===== config.mk =====
export PLATFORM = sky130hd
export DESIGN_NAME = tpsr_regbank
export DESIGN_NICKNAME = d
export VERILOG_FILES = /design/src/hw/tpsr_pkg.sv /design/src/hw/tpsr_status_sampler.sv /design/src/hw/tpsr_zone_decode.sv /design/src/hw/tpsr_regbank.sv
export VERILOG_INCLUDE_DIRS = /design/src /design/src/hw
export SDC_FILE = /design/constraint.sdc
export NUM_CORES = 1
export LEC_CHECK = 0
export ABC_AREA = 1
export BUFFER_PORTS_ARGS = -buffer_cell sky130_fd_sc_hd__buf_2
export CAP_MARGIN = 20
export CORE_MARGIN = 2
export CORE_UTILIZATION = 51
export DETAILED_ROUTE_END_ITERATION = 12
export GPL_ROUTABILITY_DRIVEN = 0
export GPL_TIMING_DRIVEN = 0
export PLACE_DENSITY = 0.91
export SYNTH_ARGS = -nofsm -noshare
export SYNTH_HDL_FRONTEND = slang
export SYNTH_SLANG_ARGS = --single-unit

===== constraint.sdc =====
create_clock -name mclk -period 1.8 [get_ports mclk]
set_input_delay 0.09 -clock mclk [delete_from_list [all_inputs] [get_ports mclk]]
set_output_delay 0.09 -clock mclk [all_outputs]
set_load 0.1 [all_outputs]

===== src/hw/tpsr_regs.svh =====
`ifndef TPSR_REGS_SVH
`define TPSR_REGS_SVH

// ********************************************************
// register addresses and reset values
// ********************************************************
`define TPSR_ADDR_THRESHOLD      8'h1b
`define TPSR_ADDR_PROFILE        8'h1c
`define TPSR_ADDR_STATUS         8'h1d
`define TPSR_RST_THRESHOLD       8'h25
`define TPSR_RST_PROFILE         8'h3f
`define TPSR_RST_STATUS          8'h00
`define TPSR_UNMAPPED_DATA       8'h00

// ********************************************************
// threshold control fields
// ********************************************************
`define TPSR_COLD_SEL_MSB        7
`define TPSR_COLD_SEL_LSB        5
`define TPSR_HOT_SEL_MSB         4
`define TPSR_HOT_SEL_LSB         2
`define TPSR_WARM_V_MSB          1
`define TPSR_WARM_V_LSB          0
`define TPSR_COLD_SEL_RST        3'h1
`define TPSR_HOT_SEL_RST         3'h1
`define TPSR_WARM_V_RST          2'h1

// ********************************************************
// zone profile control fields
// ********************************************************
`define TPSR_PROF_RSVD_BIT       7
`define TPSR_MIRROR_BIT          6
`define TPSR_PREWARM_V_MSB       5
`define TPSR_PREWARM_V_LSB       4
`define TPSR_PREWARM_I_MSB       3
`define TPSR_PREWARM_I_LSB       2
`define TPSR_PRECOOL_I_MSB       1
`define TPSR_PRECOOL_I_LSB       0
`define TPSR_MIRROR_RST          1'h0
`define TPSR_PREWARM_V_RST       2'h3
`define TPSR_PREWARM_I_RST       2'h3
`define TPSR_PRECOOL_I_RST       2'h3

// ********************************************************
// encodings of offset and scale codes
// ********************************************************
`define TPSR_STEP_MV             9'h064
`define TPSR_CODE_UNCHANGED      2'h3
`define TPSR_PCT_SUSPEND         7'h00
`define TPSR_PCT_LOW             7'h14
`define TPSR_PCT_MID             7'h28
`define TPSR_PCT_FULL            7'h64

`endif


===== src/hw/tpsr_pkg.sv =====
package tpsr_pkg;

    // thermistor zone as reported by the zone comparators
    typedef enum logic [2:0] {
        ZONE_NORMAL,
        ZONE_COLD,
        ZONE_HOT,
        ZONE_COOL,
        ZONE_WARM,
        ZONE_PRECOOL,
        ZONE_PREWARM,
        ZONE_BIAS_FAULT
    } tpsr_zone_type;

    // live conditions from the charger core
    typedef struct packed {
        logic adcOneShotMode;
        logic adcConversionDone;
        logic dieThermalRegulation;
        logic forwardMode;
        logic boostOutputMode;
        logic backupMode;
        logic batteryBelowMinSystem;
        logic systemRegulationActive;
        logic inputCurrentRegulation;
        logic currentLimitPin;
        logic boostCurrentLimit;
        logic inputVoltageRegulation;
        logic boostVoltageTarget;
        logic chargeTimerExpired;
        logic watchdogExpired;
    } tpsr_cond_type;

    typedef struct packed {
        logic [2:0] coldSideThresholdSelect;
        logic [2:0] hotSideThresholdSelect;
        logic [1:0] warmZoneVoltageOffset;
        logic       coolMirrorsWarmVoltage;
        logic [1:0] prewarmVoltageOffset;
        logic [1:0] prewarmCurrentScale;
        logic [1:0] precoolCurrentScale;
    } tpsr_profile_type;

    // order matches status bits 6 down to 0
    typedef struct packed {
        logic adcDoneStatus;
        logic thermalRegulationStatus;
        logic minSystemRegulationStatus;
        logic inputCurrentLimitStatus;
        logic inputVoltageLimitStatus;
        logic chargeTimerExpiredStatus;
        logic watchdogExpiredStatus;
    } tpsr_status_type;

    typedef struct packed {
        logic [8:0] voltageDropMv;
        logic [6:0] currentPercent;
        logic       chargeSuspend;
    } tpsr_target_type;

endpackage : tpsr_pkg


===== src/hw/tpsr_status_sampler.sv =====
`timescale 1ns/1ps
module tpsr_status_sampler (
    input  wire logic                     mclk,
    input  wire logic                     nrst,
    input  wire tpsr_pkg::tpsr_cond_type  cond,
    output tpsr_pkg::tpsr_status_type     status
);
    import tpsr_pkg::*;

    tpsr_status_type next_status;

    always_comb begin
        next_status.adcDoneStatus             = cond.adcOneShotMode & cond.adcConversionDone; // RQ10
        next_status.thermalRegulationStatus   = cond.dieThermalRegulation; // RQ11
        next_status.minSystemRegulationStatus = cond.forwardMode & cond.batteryBelowMinSystem
                                              & cond.systemRegulationActive; // RQ12
        next_status.inputCurrentLimitStatus   = (cond.forwardMode & (cond.inputCurrentRegulation
                                              | cond.currentLimitPin))
                                              | (cond.boostOutputMode & cond.boostCurrentLimit); // RQ13
        next_status.inputVoltageLimitStatus   = (cond.forwardMode & cond.inputVoltageRegulation)
                                              | ((cond.boostOutputMode | cond.backupMode)
                                              & cond.boostVoltageTarget); // RQ14
        next_status.chargeTimerExpiredStatus  = cond.chargeTimerExpired; // RQ15
        next_status.watchdogExpiredStatus     = cond.watchdogExpired; // RQ16
    end

    // plain sample every cycle, nothing latched here
    always_ff @(posedge mclk or negedge nrst) begin
        if (!nrst) begin
            status <= '0; // RQ17
        end else begin
            status <= next_status; // RQ18
        end
    end

endmodule : tpsr_status_sampler


===== src/hw/tpsr_zone_decode.sv =====
`timescale 1ns/1ps
`include "tpsr_regs.svh"
module tpsr_zone_decode (
    input  wire logic                       mclk,
    input  wire logic                       nrst,
    input  wire tpsr_pkg::tpsr_profile_type profile,
    input  wire tpsr_pkg::tpsr_zone_type    zone,
    input  wire logic [1:0]                 warmCurrentScale,
    input  wire logic [1:0]                 coolCurrentScale,
    output tpsr_pkg::tpsr_target_type       target
);
    import tpsr_pkg::*;

    logic [1:0]      voltCode;
    logic [1:0]      currCode;
    tpsr_target_type next_target;

    // code 0..3 maps to a drop of 300..0 mV
    function automatic logic [8:0] drop_mv(input logic [1:0] code);
        logic [8:0] steps;
        steps   = {7'h00, `TPSR_CODE_UNCHANGED - code};
        drop_mv = 9'(steps * `TPSR_STEP_MV);
    endfunction : drop_mv

    function automatic logic [6:0] scale_pct(input logic [1:0] code);
        logic [6:0] pct;
        case (code)
            2'h0:    pct = `TPSR_PCT_SUSPEND;
            2'h1:    pct = `TPSR_PCT_LOW;
            2'h2:    pct = `TPSR_PCT_MID;
            default: pct = `TPSR_PCT_FULL;
        endcase
        scale_pct = pct;
    endfunction : scale_pct

    always_comb begin
        voltCode = `TPSR_CODE_UNCHANGED;
        currCode = `TPSR_CODE_UNCHANGED;
        case (zone)
            ZONE_WARM: begin
                voltCode = profile.warmZoneVoltageOffset; // RQ3
                currCode = warmCurrentScale;
            end
            ZONE_PREWARM: begin
                voltCode = profile.prewarmVoltageOffset; // RQ6
                currCode = profile.prewarmCurrentScale; // RQ7
            end
            ZONE_COOL: begin
                if (profile.coolMirrorsWarmVoltage) begin
                    voltCode = profile.warmZoneVoltageOffset; // RQ5
                end
                currCode = coolCurrentScale;
            end
            ZONE_PRECOOL: begin
                if (profile.coolMirrorsWarmVoltage) begin
                    voltCode = profile.prewarmVoltageOffset; // RQ5
                end
                currCode = profile.precoolCurrentScale; // RQ8
            end
            default: begin
                voltCode = `TPSR_CODE_UNCHANGED;
            end
        endcase
        next_target.voltageDropMv  = drop_mv(voltCode);
        next_target.currentPercent = scale_pct(currCode);
        next_target.chargeSuspend  = (currCode == 2'h0);
    end

    always_ff @(posedge mclk or negedge nrst) begin
        if (!nrst) begin
            target <= '0;
        end else begin
            target <= next_target;
        end
    end

endmodule : tpsr_zone_decode


===== src/hw/tpsr_regbank.sv =====
`timescale 1ns/1ps
`include "tpsr_regs.svh"
// Function
// [RQ1] cold/cool threshold selector in bits 7:5, resets to code 1
// [RQ2] warm/hot threshold selector in bits 4:2, resets to code 1
// [RQ3] warm voltage field bits 1:0: drop 300/200/100/0 mV, resets to 1
// [RQ4] threshold register at 0x1b reads 0x25 after reset and reset command
// [RQ5] mirror bit 6 makes precool/cool take prewarm/warm voltage settings
// [RQ6] prewarm voltage field bits 5:4, same encoding, resets to 3
// [RQ7] prewarm current field bits 3:2: suspend, 20%, 40%, unchanged
// [RQ8] precool current field bits 1:0, same encoding, resets to unchanged
// [RQ9] profile register at 0x1c reads 0x3f; bit 7 reads zero, read-only
// [RQ10] status bit 6 shows one-shot conversion done, zero in continuous mode
// [RQ11] status bit 5 shows die thermal regulation
// [RQ12] status bit 4 shows minimum-system regulation in forward mode
// [RQ13] status bit 3 shows input or boost current limiting
// [RQ14] status bit 2 shows input or boost/backup voltage regulation
// [RQ15] status bit 1 shows safety timer expired
// [RQ16] status bit 0 shows watchdog expired
// [RQ17] status register at 0x1d is read-only, resets 0x00, bit 7 reserved
// [RQ18] status bits are live and never cleared by a read
module tpsr_regbank (
    input  wire logic                    mclk,
    input  wire logic                    nrst,
    input  wire logic [7:0]              regAddr,
    input  wire logic                    regWrite,
    input  wire logic                    regRead,
    input  wire logic [7:0]              regWdata,
    input  wire logic                    regResetCmd,
    input  wire tpsr_pkg::tpsr_cond_type cond,
    input  wire tpsr_pkg::tpsr_zone_type zone,
    input  wire logic [1:0]              warmCurrentScale,
    input  wire logic [1:0]              coolCurrentScale,
    output logic                         regHit,
    output logic [7:0]                   regRdata,
    output tpsr_pkg::tpsr_profile_type   profile,
    output tpsr_pkg::tpsr_status_type    status,
    output tpsr_pkg::tpsr_target_type    target
);
    import tpsr_pkg::*;

    // ********************************************************
    // address decode
    // ********************************************************
    logic hitThreshold;
    logic hitProfile;
    logic hitStatus;
    logic wrThreshold;
    logic wrProfile;

    assign hitThreshold = (regAddr == `TPSR_ADDR_THRESHOLD);
    assign hitProfile   = (regAddr == `TPSR_ADDR_PROFILE);
    assign hitStatus    = (regAddr == `TPSR_ADDR_STATUS);
    assign regHit       = hitThreshold | hitProfile | hitStatus;

    // the reset command outranks a write in the same cycle
    assign wrThreshold  = regWrite & hitThreshold & ~regResetCmd;
    assign wrProfile    = regWrite & hitProfile & ~regResetCmd;

    // ********************************************************
    // threshold control register fields
    // ********************************************************
    logic [2:0] coldSideThresholdSelect;
    logic [2:0] hotSideThresholdSelect;
    logic [1:0] warmZoneVoltageOffset;

    always_ff @(posedge mclk or negedge nrst) begin
        if (!nrst) begin
            coldSideThresholdSelect <= `TPSR_COLD_SEL_RST; // RQ1
        end else if (regResetCmd) begin
            coldSideThresholdSelect <= `TPSR_COLD_SEL_RST; // RQ4
        end else if (wrThreshold) begin
            coldSideThresholdSelect <= regWdata[`TPSR_COLD_SEL_MSB:`TPSR_COLD_SEL_LSB]; // RQ1
        end
    end

    always_ff @(posedge mclk or negedge nrst) begin
        if (!nrst) begin
            hotSideThresholdSelect <= `TPSR_HOT_SEL_RST; // RQ2
        end else if (regResetCmd) begin
            hotSideThresholdSelect <= `TPSR_HOT_SEL_RST; // RQ4
        end else if (wrThreshold) begin
            hotSideThresholdSelect <= regWdata[`TPSR_HOT_SEL_MSB:`TPSR_HOT_SEL_LSB]; // RQ2
        end
    end

    always_ff @(posedge mclk or negedge nrst) begin
        if (!nrst) begin
            warmZoneVoltageOffset <= `TPSR_WARM_V_RST; // RQ3
        end else if (regResetCmd) begin
            warmZoneVoltageOffset <= `TPSR_WARM_V_RST; // RQ4
        end else if (wrThreshold) begin
            warmZoneVoltageOffset <= regWdata[`TPSR_WARM_V_MSB:`TPSR_WARM_V_LSB]; // RQ3
        end
    end

    // ********************************************************
    // zone profile register fields
    // ********************************************************
    logic       coolMirrorsWarmVoltage;
    logic [1:0] prewarmVoltageOffset;
    logic [1:0] prewarmCurrentScale;
    logic [1:0] precoolCurrentScale;

    // bit 7 has no storage, so writes to it simply vanish
    always_ff @(posedge mclk or negedge nrst) begin
        if (!nrst) begin
            coolMirrorsWarmVoltage <= `TPSR_MIRROR_RST;
        end else if (regResetCmd) begin
            coolMirrorsWarmVoltage <= `TPSR_MIRROR_RST; // RQ9
        end else if (wrProfile) begin
            coolMirrorsWarmVoltage <= regWdata[`TPSR_MIRROR_BIT]; // RQ5
        end
    end

    always_ff @(posedge mclk or negedge nrst) begin
        if (!nrst) begin
            prewarmVoltageOffset <= `TPSR_PREWARM_V_RST; // RQ6
        end else if (regResetCmd) begin
            prewarmVoltageOffset <= `TPSR_PREWARM_V_RST; // RQ9
        end else if (wrProfile) begin
            prewarmVoltageOffset <= regWdata[`TPSR_PREWARM_V_MSB:`TPSR_PREWARM_V_LSB]; // RQ6
        end
    end

    always_ff @(posedge mclk or negedge nrst) begin
        if (!nrst) begin
            prewarmCurrentScale <= `TPSR_PREWARM_I_RST; // RQ7
        end else if (regResetCmd) begin
            prewarmCurrentScale <= `TPSR_PREWARM_I_RST; // RQ9
        end else if (wrProfile) begin
            prewarmCurrentScale <= regWdata[`TPSR_PREWARM_I_MSB:`TPSR_PREWARM_I_LSB]; // RQ7
        end
    end

    always_ff @(posedge mclk or negedge nrst) begin
        if (!nrst) begin
            precoolCurrentScale <= `TPSR_PRECOOL_I_RST; // RQ8
        end else if (regResetCmd) begin
            precoolCurrentScale <= `TPSR_PRECOOL_I_RST; // RQ9
        end else if (wrProfile) begin
            precoolCurrentScale <= regWdata[`TPSR_PRECOOL_I_MSB:`TPSR_PRECOOL_I_LSB]; // RQ8
        end
    end

    // ********************************************************
    // register images
    // ********************************************************
    logic [7:0] thresholdImage;
    logic [7:0] profileImage;
    logic [7:0] statusImage;

    always_comb begin
        thresholdImage = '0;
        thresholdImage[`TPSR_COLD_SEL_MSB:`TPSR_COLD_SEL_LSB] = coldSideThresholdSelect;
        thresholdImage[`TPSR_HOT_SEL_MSB:`TPSR_HOT_SEL_LSB]   = hotSideThresholdSelect;
        thresholdImage[`TPSR_WARM_V_MSB:`TPSR_WARM_V_LSB]     = warmZoneVoltageOffset;
    end

    always_comb begin
        profileImage = '0;
        profileImage[`TPSR_PROF_RSVD_BIT] = 1'h0; // RQ9
        profileImage[`TPSR_MIRROR_BIT]    = coolMirrorsWarmVoltage;
        profileImage[`TPSR_PREWARM_V_MSB:`TPSR_PREWARM_V_LSB] = prewarmVoltageOffset;
        profileImage[`TPSR_PREWARM_I_MSB:`TPSR_PREWARM_I_LSB] = prewarmCurrentScale;
        profileImage[`TPSR_PRECOOL_I_MSB:`TPSR_PRECOOL_I_LSB] = precoolCurrentScale;
    end

    // reserved top bit of the status word is tied low
    assign statusImage = {1'h0, status}; // RQ17

    // ********************************************************
    // live status
    // ********************************************************
    // conditions are sampled every cycle; no read side effect
    tpsr_status_sampler tpsr_status_sampler_inst (
        .mclk   (mclk),
        .nrst   (nrst),
        .cond   (cond),
        .status (status)
    );

    // ********************************************************
    // read path
    // ********************************************************
    logic [7:0] next_regRdata;

    // reads have no side effect on any bit
    always_comb begin
        next_regRdata = `TPSR_UNMAPPED_DATA;
        if (hitThreshold) begin
            next_regRdata = thresholdImage; // RQ4
        end else if (hitProfile) begin
            next_regRdata = profileImage; // RQ9
        end else if (hitStatus) begin
            next_regRdata = statusImage; // RQ18
        end
    end

    // read data holds until the next read, so a slow serial engine
    // can shift it out at leisure
    always_ff @(posedge mclk or negedge nrst) begin
        if (!nrst) begin
            regRdata <= `TPSR_UNMAPPED_DATA;
        end else if (regRead) begin
            regRdata <= next_regRdata;
        end
    end

    // ********************************************************
    // profile outputs to the threshold and regulation logic
    // ********************************************************
    always_comb begin
        profile.coldSideThresholdSelect = coldSideThresholdSelect; // RQ1
        profile.hotSideThresholdSelect  = hotSideThresholdSelect; // RQ2
        profile.warmZoneVoltageOffset   = warmZoneVoltageOffset;
        profile.coolMirrorsWarmVoltage  = coolMirrorsWarmVoltage;
        profile.prewarmVoltageOffset    = prewarmVoltageOffset;
        profile.prewarmCurrentScale     = prewarmCurrentScale;
        profile.precoolCurrentScale     = precoolCurrentScale;
    end

    // ********************************************************
    // per-zone charge targets
    // ********************************************************
    // one cycle of latency here is harmless against analog loop rates
    tpsr_zone_decode tpsr_zone_decode_inst (
        .mclk             (mclk),
        .nrst             (nrst),
        .profile          (profile),
        .zone             (zone),
        .warmCurrentScale (warmCurrentScale),
        .coolCurrentScale (coolCurrentScale),
        .target           (target)
    );

endmodule : tpsr_regbank


# Yosys cells after proc, flatten, opt, wreduce, memory -nomap -nowiden
# Index checks and enable logic that the tools add are counted.
dict set report totals {
  output_inout_bits 48
  inputBits 43
  elab_cells 72
  register_bits 45
}
dict set report classes {
  n_mux 22
  n_reduce_logical 3
  bitwise_logic 18
  n_eq_ne 9
  add_sub_neg 1
  n_mul 1
}
# op n
set op_table {}
lappend op_table {{$eq 8x5->1 const B} 3}
lappend op_table {{$pmux 7 s3} 1}
lappend op_table {{$mux 2} 10}
lappend op_table {{$pmux 2 s4} 2}
lappend op_table {{$mux 7} 2}
lappend op_table {{$mux 3} 4}
lappend op_table {{$and 1x1->1} 11}
lappend op_table {{$eq 3x3->1 const B} 3}
lappend op_table {{$mux 8} 1}
lappend op_table {{$mul 2x5->7 const B} 1}
lappend op_table {{$or 1x1->1} 6}
lappend op_table {{$reduce_bool 2->1} 2}
lappend op_table {{$eq 3x2->1 const B} 1}
lappend op_table {{$eq 2x1->1 const B} 1}
lappend op_table {{$eq 2x2->1 const B} 1}
lappend op_table {{$logic_not 2->1} 1}
lappend op_table {{$mux 1} 2}
lappend op_table {{$sub 2x2->2 const A} 1}
lappend op_table {{$not 1->1} 1}

# Logic depth before layout (Yosys ltp)
dict set report logic_depth {
  word_depth 5
  depth_mapped 9
  depth_no_buf 8
}

# Hierarchy
# A second synthesis with hierarchy kept.
dict set report unflattened {
  hier_cells 249
  hier_area_um2 2183.3
}
# mod area_per_inst_um2 instances cells_each
set modules_own_cells {}
lappend modules_own_cells {tpsr_regbank 1276.2 1 160}
lappend modules_own_cells {tpsr_zone_decode 693.2 1 73}
lappend modules_own_cells {tpsr_status_sampler 214.0 1 16}

# Worst setup path before layout
# Ideal clock, no wire load.
dict set report synth_timing {
  kind {reg2reg}
  start {register warmZoneVoltageOffset[1]}
  end {register tpsr_zone_decode_inst.target[14] (netlist name)}
  period_less_slack_ns 1.556
  arrival_ns 1.444
  required_ns 1.687
  setup_ns 0.113
  path_stages_with_launch 6
  setup_slack_ns 0.244
  path_cell_list {dfrtp_1 > nand2_1 > nand2_1 > nor2_1 > ha_1 > inv_1}
}
# element line_no
set synth_rtl {}
lappend synth_rtl {{start: declaration} tpsr_regbank.sv:65} ;# logic [1:0] warmZoneVoltageOffset;
lappend synth_rtl {{start signal: assignment} tpsr_regbank.sv:89} ;# warmZoneVoltageOffset <= `TPSR_WARM_V_RST;
lappend synth_rtl {{start signal: assignment} tpsr_regbank.sv:91} ;# warmZoneVoltageOffset <= `TPSR_WARM_V_RST;
lappend synth_rtl {{start signal: assignment} tpsr_regbank.sv:93} ;# warmZoneVoltageOffset <= regWdata[`TPSR_WARM_V_MSB:`TPSR_WARM_V_LSB];

# Worst setup path in the final report
dict set report layout_timing {
  start {input regAddr[7]}
  end {output regHit}
}
dict set report layout_between {
  elab_chain_cells 3
}
# element line_no
set layout_lines {}
lappend layout_lines {{start: declaration} tpsr_regbank.sv:25} ;# input wire logic [7:0] regAddr,
lappend layout_lines {{$eq 8x5->1 (no line)} n/a}
lappend layout_lines {{$or 1x1->1} tpsr_regbank.sv:54} ;# assign regHit = hitThreshold | hitProfile | hitStatus;
lappend layout_lines {{$or 1x1->1 *} tpsr_regbank.sv:54}
lappend layout_lines {{end: declaration} tpsr_regbank.sv:34} ;# output logic regHit,
# Mark *: on every way between the ends. The rest lies on a longest branch, timed or not.

==> flow_metrics.env <==
export IMPL_status="complete, but fails checks"
export IMPL_violations="negative hold slack"
export IMPL_synth_top_area_cell="dfrtp_1"
export IMPL_grt_pass1_vias=1743
export IMPL_synth_top_area_share_pct=37.67
export IMPL_dpl_cell_area_um2=2619
export IMPL_synth_most_common_cell="nand2_1"
export IMPL_path_class="input pin to output pin"
export IMPL_finalSetupViolCount=0
export IMPL_start_util_pct=53.14
export IMPL_syn2layout_area_growth_pct=31.02
export IMPL_drv_slew=0
export IMPL_drtAntennaViolNets=0
export IMPL_rows=23
export IMPL_numPlacedInstances=386
export IMPL_slew_headroom_pct=44.47
export IMPL_final_nets=393
export IMPL_grt_pass1_wl_um=7679
export IMPL_wirelength_um=4831
export IMPL_fill_cells=294
export IMPL_drtPass1Iterations=4
export IMPL_finalClockSkew_ns=0.004357
export IMPL_tightest_slew_ns=0.8330
export IMPL_ys_ff_latch=41
export IMPL_power_density_nw_per_um2=899.2
export IMPL_drt_iter0_markers=129
export IMPL_min_from="cond[14]"
export IMPL_synth_edff_count=0
export IMPL_antenna_found_initial=0
export IMPL_antenna_cells=0
export IMPL_synth_cells=249
export IMPL_ir_drop_uv=746.8
export IMPL_ys_types=27
export IMPL_layoutNonFillerInstCount=399
export IMPL_slowest_stage="buf_2"
export IMPL_period_needed_ns=1.407
export IMPL_synth_cell_area_um2=2126
export IMPL_holdWs_ns=-0.004675
export IMPL_rsz0062_at_grt="false"
export IMPL_stdcell_area_um2=2785
export IMPL_cts_tree="done"
export IMPL_syn_avg_cell_area_um2=8.537
export IMPL_clock_latency_ns=0.29
export IMPL_critPathCaptureType="output pin"
export IMPL_synthTopCellsByCount="nand2_1 (71), dfrtp_1 (32), nand3_1 (29)"
export IMPL_grt_usage_pct=22.26
export IMPL_final_core_util_pct=69.63
export IMPL_max_freq_mhz=710.9
export IMPL_root_buffer="clkbuf_8"
export IMPL_ios=91
export IMPL_drive_gt1_share_pct=40.97
export IMPL_hp_class="input pin to register"
export IMPL_cp_arrival_ns=1.32
export IMPL_synth_ff_type="dfrtp_1"
export IMPL_hpwlAfterDp_um=3778
export IMPL_async_flop_share_pct=100.0
export IMPL_setup_worst_path_start="regAddr[7]"
export IMPL_setup_tns_ns=0
export IMPL_clock_sinks=41
export IMPL_clk_pin_slew_ns=0.07
export IMPL_drc=0
export IMPL_die_area_um2=4700
export IMPL_layout_setup_ws_ns=0.3934
export IMPL_timing_rr_start="coolMirrorsWarmVoltage"
export IMPL_clockBufferDepth=2
export IMPL_crit_chain="buf_2 > inv_1 > nand2_1 > nor2_8 > buf_4 > o21ai_0 > nand2_1 > buf_2"
export IMPL_p_leak_nw=1.606
export IMPL_coreArea_um2=4000
export IMPL_die_x_um=68.56
export IMPL_wl_per_cell_um=12.11
export IMPL_critPathLaunchType="input pin"
export IMPL_grt_max_degree=42
export IMPL_worstPathRequired_ns=1.71
export IMPL_power_mw=2.504
export IMPL_cp_slowest_stage_delay_ns=0.43
export IMPL_dpl_worst_slack_ns=0.3982
export IMPL_die_h_um=68.56
export IMPL_crit_fanout=10
export IMPL_synth_area_leaders="dfrtp_1 (38%), nand2_1 (13%), dfstp_2 (11%), nand3_1 (6.8%), inv_1 (4.6%)"
export IMPL_finalCritPeriodShare_pct=78.15
export IMPL_yosys_warnings=0
export IMPL_cts_setup_buffers=0
export IMPL_vias=1946
export IMPL_via_per_inst=4.877
export IMPL_synth_seq_area_share_pct=48.79
export IMPL_maxCapViolCount=0
export IMPL_cts_htree_levels=2
export IMPL_cts_made_buffers=5
export IMPL_port_buffers=83
export IMPL_hold_viol_final=1
export IMPL_grt_remaining_overflow=0
repair_timing:
item                                    in CTS  in global routing
endpoints found under the hold margin       36                  0
endpoints found under the setup margin       0                  0
resized for setup                            0                  0
hold buffers                                 5                  0
flip-flops by register name, summed over array words and instances (netlist names):
signal and cells:
coldSideThresholdSelect 3, coolMirrorsWarmVoltage 1, hotSideThresholdSelect 3, precoolCurrentScale 2, prewarmCurrentScale 2, prewarmVoltageOffset 2, regRdata 8, tpsr_status_sampler_inst.status 7
tpsr_zone_decode_inst.target 11, warmZoneVoltageOffset 2
final timing paths:
path	endpoint	slack, ns	cells past startpoint
max	regHit	0.39	8
min	tpsr_status_sampler_inst.status[6]	-0.005	3
max reg2reg	tpsr_zone_decode_inst.target[14]	0.59	6
min reg2reg	regRdata[7]	0.48	2
max in group asynchronous	hotSideThresholdSelect[2]	0.83	2
min in group asynchronous	tpsr_zone_decode_inst.target[4]	0.44	2
cells in the final DEF (no fill, tap or decap), drive strengths merged:
cell type    Yosys  layout
bufinv           0       1
or2              3       3
dfrtp           32      32
nand2           79      79
conb             1       5
nand4            9       9
and3             1       1
buf             11      94
nor2b            1       1
inv             33      33
o31ai            1       1
dfstp            9       9
dlygate4sd3      0       5
nand3           35      35
o21ai           17      17
clkbuf           1       8
nor2            14      14
ha               2       2
logic make-up after synthesis:
group                      count (synthesis)  synth area share (%)
other                                      1                0.1764
adders and majority gates                  2                 1.177
DFF                                       41                 48.79
AOI/OAI and AO/OA                         18                 4.356
buffers and inverters                     45                 10.06
and+or+nand+nor                          142                 35.43
critical path: cells and delay by family:
family | cells | cell delay (ns)
buffers and inverters | 4 | 0.76
and+or+nand+nor | 3 | 0.38
AOI/OAI and AO/OA | 1 | 0.09
area by class of cell:
class	instances	area (um^2)	area share, %
sequential	41	1037	37.24
multi-input combinational	167	889.6	31.94
timing repair buffer	88	465.4	16.71
inverter	33	123.9	4.447
buffer	12	90.09	3.235
clock buffer	7	86.33	3.100
tap	50	62.56	2.246
clock inverter	1	30.03	1.078
where the power goes:
part / switching, mW / leakage, nW / internal (mW)
Clock: 0.292 / 0.0585 / 0.452
Combinational: 0.617 / 1.04 / 0.141
Sequential: 0.0236 / 0.510 / 0.979
Total: 0.933 / 1.61 / 1.57
layer usage:
layer | routed length, um | part of all wire (%) | track usage (%)
met4 | 61 | 1.3 | 7.250
met5 | 0 | 0 | 0
met1 | 2084 | 43 | 28.31
met2 | 2421 | 50 | 37.38
met3 | 263 | 5.4 | 5.195
Note: power is estimated with default switching activity, not from simulation.
